**config.mk**
```make
export PLATFORM = sky130hd
export DESIGN_NAME = tli_unit
export DESIGN_NICKNAME = d
export VERILOG_FILES = /design/src/design/tli_pkg.sv /design/src/design/tli_unit.sv
export VERILOG_INCLUDE_DIRS = /design/src /design/src/design
export SDC_FILE = /design/constraint.sdc
export NUM_CORES = 1
export LEC_CHECK = 0
export BUFFER_PORTS_ARGS = -buffer_cell sky130_fd_sc_hd__buf_4
export CORE_MARGIN = 4
export CORE_UTILIZATION = 30
export CTS_BUF_LIST = sky130_fd_sc_hd__clkbuf_4 sky130_fd_sc_hd__clkbuf_8
export DETAILED_ROUTE_END_ITERATION = 6
export PLACE_DENSITY_LB_ADDON = 0.15
export SLEW_MARGIN = 10
export SYNTH_ARGS = -nofsm -noshare
export SYNTH_HDL_FRONTEND = slang
export SYNTH_SLANG_ARGS = --single-unit
```
**constraint.sdc**
```tcl
create_clock -name mclk -period 8.7 [get_ports mclk]
set_input_delay 0.87 -clock mclk [delete_from_list [all_inputs] [get_ports mclk]]
set_output_delay 0.87 -clock mclk [all_outputs]
set_load 0.005 [all_outputs]
```
**src/design/tli_defs.svh**
```systemverilog
// constants for the table lookup and interpolate datapath
`ifndef TLI_DEFS_SVH
`define TLI_DEFS_SVH
`define TLI_IDX_MSB      15
`define TLI_IDX_LSB      8
`define TLI_FRAC_MSB     7
`define TLI_FRAC_LSB     0
`define TLI_FRAC_BITS    8
`define TLI_FRAC_SCALE   256
`define TLI_LATENCY      2
`endif

```
**src/design/tli_pkg.sv**
```systemverilog
// types for the table lookup and interpolate datapath
package tli_pkg;
    typedef enum logic [1:0]
    {
        TLI_SIGNED_ROUNDED    = 2'h0,
        TLI_SIGNED_UNROUNDED  = 2'h1,
        TLI_UNSIGNED_ROUNDED  = 2'h2,
        TLI_UNSIGNED_UNROUNDED = 2'h3
    } tli_variant_e;

    typedef enum logic [1:0]
    {
        TLI_SIZE_BYTE = 2'h0,
        TLI_SIZE_WORD = 2'h1,
        TLI_SIZE_LONG = 2'h3
    } tli_size_e;

    typedef enum logic [1:0]
    {
        TLI_IDLE = 2'h0,
        TLI_CALC = 2'h1,
        TLI_DONE = 2'h3
    } tli_state_e;

    typedef struct packed
    {
        tli_variant_e variant;
        tli_size_e    size;
        logic         reg_pair;
        logic [31:0]  index_fraction_reg;
        logic [31:0]  surface_fraction_reg;
        logic [31:0]  entry_lo;
        logic [31:0]  entry_hi;
    } tli_req_s;

    typedef struct packed
    {
        logic [31:0] result;
        logic [7:0]  entry_index;
    } tli_rsp_s;

    typedef struct packed
    {
        tli_state_e  state;
        logic        sgn;
        logic        rnd;
        tli_size_e   size;
        logic [7:0]  frac;
        logic [40:0] lo;
        logic [40:0] diff;
        logic [40:0] acc;
        logic [31:0] result;
        logic [7:0]  idx;
        logic        done;
    } tli_state_s;
endpackage

```
**src/design/tli_unit.sv**
```systemverilog
// table lookup and linear interpolation datapath
// Notes on behaviour
// - index bits 15:8, fraction bits 7:0
// - result is lo plus frac times diff over 256
// - signed rounded: nearest, ties to even
// - unrounded: keep 8-bit fraction in low bits
// - register pair: fraction from separate register
// - four variants, byte word long results
// - memory table or register pair data
`timescale 1ns/1ps
`include "tli_defs.svh"
module tli_unit
(
    input  wire logic              mclk,
    input  wire logic              reset_n,
    input  wire logic              start,
    input  wire tli_pkg::tli_req_s req,
    output logic                   busy,
    output logic                   done,
    output tli_pkg::tli_rsp_s      rsp
);
    import tli_pkg::*;

    // all block state lives in st_reg; only the reset flops stand apart
    logic [1:0]  rst_sync_reg;
    logic        rst_n_int;
    tli_state_s  st_reg;
    tli_state_s  st_next;

    logic        fresh_sgn;
    logic [40:0] fresh_lo;
    logic [40:0] fresh_hi;
    logic [40:0] rounded;
    tli_size_e   unr_size;

    // reset state: idle, no result held, done low
    localparam tli_state_s ST_RESET = '0;

    // reset released through two flops, asserted at once, so that
    // release never meets an edge half way through the state flops
    always_ff @(posedge mclk or negedge reset_n)
    begin
        if (!reset_n)
        begin
            rst_sync_reg <= 2'h0;
        end
        else
        begin
            rst_sync_reg <= {rst_sync_reg[0], 1'b1};
        end
    end
    assign rst_n_int = rst_sync_reg[1];

    // extends an operand of the given size to 41 bits; 41 bits hold a
    // signed long scaled by 256 without losing its sign
    function automatic logic [40:0] ext(input logic [31:0] v,
                                        input tli_size_e sz,
                                        input logic s);
        logic [40:0] r;
        r = 41'h0;
        case (sz)
            TLI_SIZE_BYTE: r = {{33{s & v[7]}}, v[7:0]};
            TLI_SIZE_WORD: r = {{25{s & v[15]}}, v[15:0]};
            TLI_SIZE_LONG: r = {{9{s & v[31]}}, v};
            default:       r = {{9{s & v[31]}}, v};
        endcase
        return r;
    endfunction

    // truncates to operation size, upper bits zero
    function automatic logic [31:0] fit(input logic [40:0] v,
                                        input tli_size_e sz);
        logic [31:0] r;
        r = 32'h0;
        case (sz)
            TLI_SIZE_BYTE: r = {24'h0, v[7:0]};
            TLI_SIZE_WORD: r = {16'h0, v[15:0]};
            default:       r = v[31:0];
        endcase
        return r;
    endfunction

    // unrounded results keep eight fraction bits, so they need the
    // next size up; a long result loses its top byte instead
    function automatic tli_size_e widen(input tli_size_e sz);
        tli_size_e r;
        r = TLI_SIZE_LONG;
        case (sz)
            TLI_SIZE_BYTE: r = TLI_SIZE_WORD;
            TLI_SIZE_WORD: r = TLI_SIZE_LONG;
            default:       r = TLI_SIZE_LONG;
        endcase
        return r;
    endfunction

    // drops the fraction: nearest integer, exact halves go to even,
    // so repeated lookups do not drift upward on average
    function automatic logic [40:0] round_even(input logic [40:0] a,
                                               input logic s);
        logic [40:0] q;
        logic [7:0]  f;
        q = {{8{a[40] & s}}, a[40:8]};
        f = a[7:0];
        if (f > 8'h80 || (f == 8'h80 && q[0]))
        begin
            q = q + 41'h1;
        end
        return q;
    endfunction

    // operands are extended at the take edge; req need not stand later
    always_comb
    begin
        st_next      = st_reg;
        st_next.done = 1'b0;
        fresh_sgn    = (req.variant == TLI_SIGNED_ROUNDED) ||
                       (req.variant == TLI_SIGNED_UNROUNDED);
        fresh_lo     = ext(req.entry_lo, req.size, fresh_sgn);
        fresh_hi     = ext(req.entry_hi, req.size, fresh_sgn);
        unr_size     = widen(st_reg.size);
        rounded      = round_even(st_reg.acc, st_reg.sgn);

        case (st_reg.state)
            TLI_IDLE:
            begin
                // a start while busy is dropped with no flag raised
                if (start)
                begin
                    st_next.state = TLI_CALC;
                    st_next.sgn   = fresh_sgn;
                    st_next.rnd   = (req.variant == TLI_SIGNED_ROUNDED) ||
                                    (req.variant == TLI_UNSIGNED_ROUNDED);
                    st_next.size  = req.size;
                    if (req.reg_pair)
                    begin
                        st_next.frac = req.surface_fraction_reg[
                            `TLI_FRAC_MSB:`TLI_FRAC_LSB];
                    end
                    else
                    begin
                        st_next.frac = req.index_fraction_reg[
                            `TLI_FRAC_MSB:`TLI_FRAC_LSB];
                    end
                    // index only echoed back; the fetch itself is outside
                    st_next.idx  = req.index_fraction_reg[
                        `TLI_IDX_MSB:`TLI_IDX_LSB];
                    st_next.lo   = fresh_lo;
                    st_next.diff = fresh_hi - fresh_lo;
                end
            end

            TLI_CALC:
            begin
                // lo*256 + frac*diff keeps the 8-bit fraction; the
                // product is signed as diff may fall even when unsigned
                st_next.acc   = (st_reg.lo << `TLI_FRAC_BITS)
                    + 41'($signed(st_reg.diff) *
                          $signed({1'b0, st_reg.frac}));
                st_next.state = TLI_DONE;
            end

            TLI_DONE:
            begin
                // done and result are registered on the same edge
                st_next.done  = 1'b1;
                st_next.state = TLI_IDLE;
                if (st_reg.frac == 8'h00)
                begin
                    // no rounding step; rounded variants return the entry untouched, unrounded shift it up 8 bits
                    if (st_reg.rnd)
                    begin
                        st_next.result = fit(st_reg.lo, st_reg.size);
                    end
                    else
                    begin
                        st_next.result = fit(st_reg.lo << `TLI_FRAC_BITS,
                                             unr_size);
                    end
                end
                else if (st_reg.rnd)
                begin
                    st_next.result = fit(rounded, st_reg.size);
                end
                else
                begin
                    st_next.result = fit(st_reg.acc, unr_size);
                end
            end

            default:
            begin
                st_next.state = TLI_IDLE;
            end
        endcase
    end

    // the only clocked state besides the reset flops: one register of the whole struct
    always_ff @(posedge mclk or negedge rst_n_int)
    begin
        if (!rst_n_int)
        begin
            st_reg <= ST_RESET;
        end
        else
        begin
            st_reg <= st_next;
        end
    end

    // busy comes straight from state so a refused start shows at once
    assign busy            = (st_reg.state != TLI_IDLE);
    assign done            = st_reg.done;
    assign rsp.result      = st_reg.result;
    assign rsp.entry_index = st_reg.idx;
endmodule

```
### After elaboration in Yosys (flattened, before gate mapping)

Cells that the tools add are included.

| word-level totals | value |
|---|---|
| register bits after elaboration | 180 |

| operators by class | value |
|---|---|
| equality and inequality tests | 9 |
| reduce and logical (&&, ||, !) cells | 12 |
| mux-type cells | 15 |
| $mul | 1 |
| $add $sub $neg | 3 |
| bitwise gates (word level) | 6 |
| magnitude comparators | 1 |

Operators with widths:

| cell | number |
|---|---|
| case mux 32 bit (2 select lines) | 4 |
| case mux 41 bit (2 select lines) | 2 |
| 2-to-1 mux 32 bit | 4 |
| 2-to-1 mux 96 bit | 1 |
| adder 41 bit | 1 |
| multiplier 41 x 9 -> 41 bit | 1 |
| subtractor 41 bit | 1 |
| adder 32 x 2 -> 32 bit (second input constant) | 1 |
| equality test 2 x 1 -> 1 bit (second input constant) | 5 |
| logical NOT 2 bit | 5 |
| equality test 8 bit (second input constant) | 1 |
| greater-than comparator 8 bit (second input constant) | 1 |
| logical NOT 8 bit | 1 |
| 2-to-1 mux 8 bit | 1 |
| bitwise AND 1 bit | 6 |
| equality test 2 bit (second input constant) | 2 |
| case mux 2 bit (2 select lines) | 1 |
| logical OR 1 bit | 3 |
| 2-to-1 mux 2 bit | 1 |
| inequality test 2 bit (second input constant) | 1 |
| AND reduction 2 bit | 1 |
| nonzero test 2 bit | 1 |
| logical AND 1 bit | 1 |
| 2-to-1 mux 1 bit | 1 |

### Longest topological paths before layout

| depth | value |
|---|---|
| depth after elaboration | 7 |
| gate-level depth with buffers | 24 |
| gate-level depth less buffers | 21 |

### Worst setup path before layout

No wires, ideal clock.

| timing path | value |
|---|---|
| path kind | flip-flop to flip-flop |
| start point | reg st_reg[165] in the netlist's numbering |
| end point | reg st_reg[73] in the netlist's numbering |
| arrival time | 5.508 ns |
| period minus slack after synthesis | 5.641 ns |
| cell stages (with the launch flop) | 22 |
| slack | 3.059 ns |
| path buffers | 3 |
| path through | dfrtp_1 -> clkbuf_1 -> buf_1 -> nand2_1 -> fa_1 -> inv_1 -> fa_1 -> fa_1 -> fa_1 -> inv_1 -> fa_1 -> inv_1 -> ha_1 -> clkbuf_1 -> and3_1 -> a31oi_1 -> o221ai_1 -> a31oi_1 -> o21bai_1 -> a221oi_1 -> xor2_1 -> o21ai_0 |

| between the ends | value |
|---|---|
| cells in the longest elaborated chain, start to end | 2 |

RTL lines:

| item | RTL line | source |
|---|---|---|
| from (decl) | tli_unit.sv:27 | `tli_state_s st_reg;` |
| from (signal assigned) | tli_unit.sv:206 | `st_reg <= st_next;` |
| multiplier 41 x 9 -> 41 bit | tli_unit.sv:157 | `+ 41'($signed(st_reg.diff) *` |
| adder 41 bit | tli_unit.sv:156 | `` st_next.acc = (st_reg.lo << `TLI_FRAC_BITS) `` |

Every way passes these cells.
A chain may end at the register's enable or synchronous reset.

### Worst setup path in the final report

| timing path | value |
|---|---|
| start point | reg st_reg[165] in the netlist's numbering |
| end point | reg st_reg[80] in the netlist's numbering |

The elaborated chain is that of the path after synthesis.

==> results.cfg <==
[timing]
period_share = 0.787
worstMarginPinSlew_ns = 1.28
setup_viol = 0
fin_tns_setup_ns = 0
fmax_ghz = 0.146
min_period_ns = 6.85
rsz0062_at_grt = false
hold_viol = 0
slew_viol_final = 0
slew-limit-headroom = 0.147
skew_ns = 0.0178

[logic_synthesis]
syn_inst = 2243
syn_area_sq_mm = 0.0194
ys_seq_area_frac = 0.217
synth_edf_count = 0
avgSynthCellArea_sq_um = 8.63
synth-seq-cells = 168
ys_types = 60
async_flop_share = 1.00
syn_nets = 2731
synthFlopType = dfrtp_1
yosysWarnings = 0

[layout]
drive_gt1_frac = 0.0928
fill_cells = 6718
n_antenna_cell = 0
fin_area_sq_mm = 0.0213
largest_reg_flops = 125
most-common-layout-cells = 387 x nand2_1, 310 x inv_1, 236 x fa_1
area_growth_syn_to_layout_pct = 10.1
fin_nets = 2748
final_util = 0.336
layout_commonest_cell = nand2_1

[global_routing]
globalRouteOverflowTotal = 0
use_met1 = 0.231
grtUsageMet2 = 0.287
top_usage_layer = met2
grt_pass1_wl_um = 91100
grt_pass1_vias = 15900
grt_usage = 0.171
antenna_found_initial = 2
use_met3 = 0.0293
grt_max_degree = 156

[cts]
clock_sink_count = 168
clkLatencyLatePin_ns = 0.53
post_cts_resized = 0
cts_root_buf = clkbuf_8
ctsLongestPathBuffers = 2
clk_pin_slew_ns = 0.12
cts_tree = yes
cts_setup_buffers = 0
numCtsBuffers = 17
cts-htree-levels = 4
cts_hold_buf = 0

[die]
dieArea_sq_mm = 0.0687
dieHeight_um = 262
ios = 178
start_util = 0.305
die_w_um = 262
rows = 92
coreArea_sq_mm = 0.0634

[drt]
vias_per_cell = 4.91
drtPass1Iterations = 5
via_count = 15300
drtIter0Drc = 948
drc = 0
wirelength_um = 57500
wl_per_cell_um = 18.4
ant_nets = 0

[setup_path]
cp.arrival_ns = 7.22
cp.required_ns = 9.08
crit_top_cell = fa_1
cpLargestDelayFamily = adder cells
path_buf_inv = 4
crit_chain = buf_4 > nand2_1 > fa_1 > inv_1 > fa_1 > fa_1 > fa_1 > inv_1 > fa_1 > inv_1 > ha_1 > and2_1 > a221oi_1 > a2111o_1 > a21oi_1 > o31ai_1 > a211oi_1 > o31ai_1 > a21o_1 > a31oi_1
slowest_delay_ns = 0.92
cp-end-kind = flip-flop
critical-path-slowest-cell = dfrtp_1
cp-start-kind = flip-flop
reg2reg_depth = 20
crit_type = flip-flop to flip-flop
critPathMaxFanout = 19
path_depth = 20

[run_status]
status = complete, no violations

[placed_design]
io_buffers = 137
detailed_place.area_sq_mm = 0.0209
hpwlAfterDp_um = 46000
gp_congestion = 0.831

[job]
cap_viol_max_count = 0

[worst_hold_path]
worstHoldPathType = input port to asynchronous set/reset pin
==> logic make-up (layout without fill, tap and decap cells) <==
kind of cell | count (synthesis) | count (layout) | synth area share
AOI/OAI and AO/OA | 449 | 449 | 0.146
xor gates and xnor gates | 104 | 104 | 0.0470
adders and majority gates | 352 | 352 | 0.319
buffers and inverters | 467 | 497 | 0.0983
DFF | 168 | 168 | 0.217
muxes | 15 | 15 | 0.00801
other | 1 | 1 | 0.000194
and+or+nand+nor | 687 | 687 | 0.165
==> cells in the mapped netlist (14+ instances only) <==
cell type  count  area share
a21o_1        49       0.019
a21oi_1      104       0.027
a221oi_1      36       0.016
a31oi_1       14      0.0045
and2_1       152       0.049
and3_1        17      0.0055
buf_4         40       0.016
clkbuf_1     107       0.021
dfrtp_1      168        0.22
fa_1         236        0.24
ha_1         116       0.075
inv_1        310       0.060
nand2_1      389       0.075
nand3_1       25      0.0065
nor2_1        43      0.0083
o21a_1        14      0.0054
o21ai_0      152       0.039
o31ai_1       22      0.0085
xnor2_1       58       0.026
xor2_1        46       0.021
==> area by class of cell <==
| cell class | count | area (sq um) | share of cell area |
|---|---|---|---|
| Timing Repair Buffer | 155 | 1180 | 0.0552 |
| Tap cell | 846 | 1060 | 0.0497 |
| Multi-Input combinational cell | 1608 | 13300 | 0.623 |
| Inverter | 310 | 1160 | 0.0546 |
| Clock inverter | 15 | 200 | 0.00939 |
| Sequential cell | 168 | 4210 | 0.197 |
| Clock buffer | 17 | 234 | 0.0110 |
==> metal layers <==
metal | wire length (um) | part of all wire
met1 | 26200 | 0.46
met2 | 27500 | 0.48
met3 | 2670 | 0.047
met4 | 1110 | 0.019
met5 | 13 | 0.00023
==> worst paths after layout <==
path | start | endpoint | slack, ns
max in group asynchronous | rst_sync_reg[1] | st_reg[167] | 7.22
setup reg to reg | st_reg[165] | st_reg[80] | 1.85
setup / recovery | st_reg[165] | st_reg[80] | 1.85
hold / removal | reset_n | rst_sync_reg[1] | 0.09
min in group mclk | rst_sync_reg[0] | rst_sync_reg[1] | 0.37
hold reg to reg | rst_sync_reg[1] | rsp[8] | 0.18
==> through the flow <==
step,instances,setup slack (ns),hold slack [ns]
after floorplan,2243,3.06,0.331
after global placement,3087,1.94,0.169
after detailed placement,3087,1.97,0.170
after CTS,3119,1.92,0.0431
after global routing,3119,1.51,0.0444
final,3119,1.85,0.0889
Power is left out: the tool's default activity adds up to more than one toggle a clock period on the data nets, which glitch-free logic cannot reach.
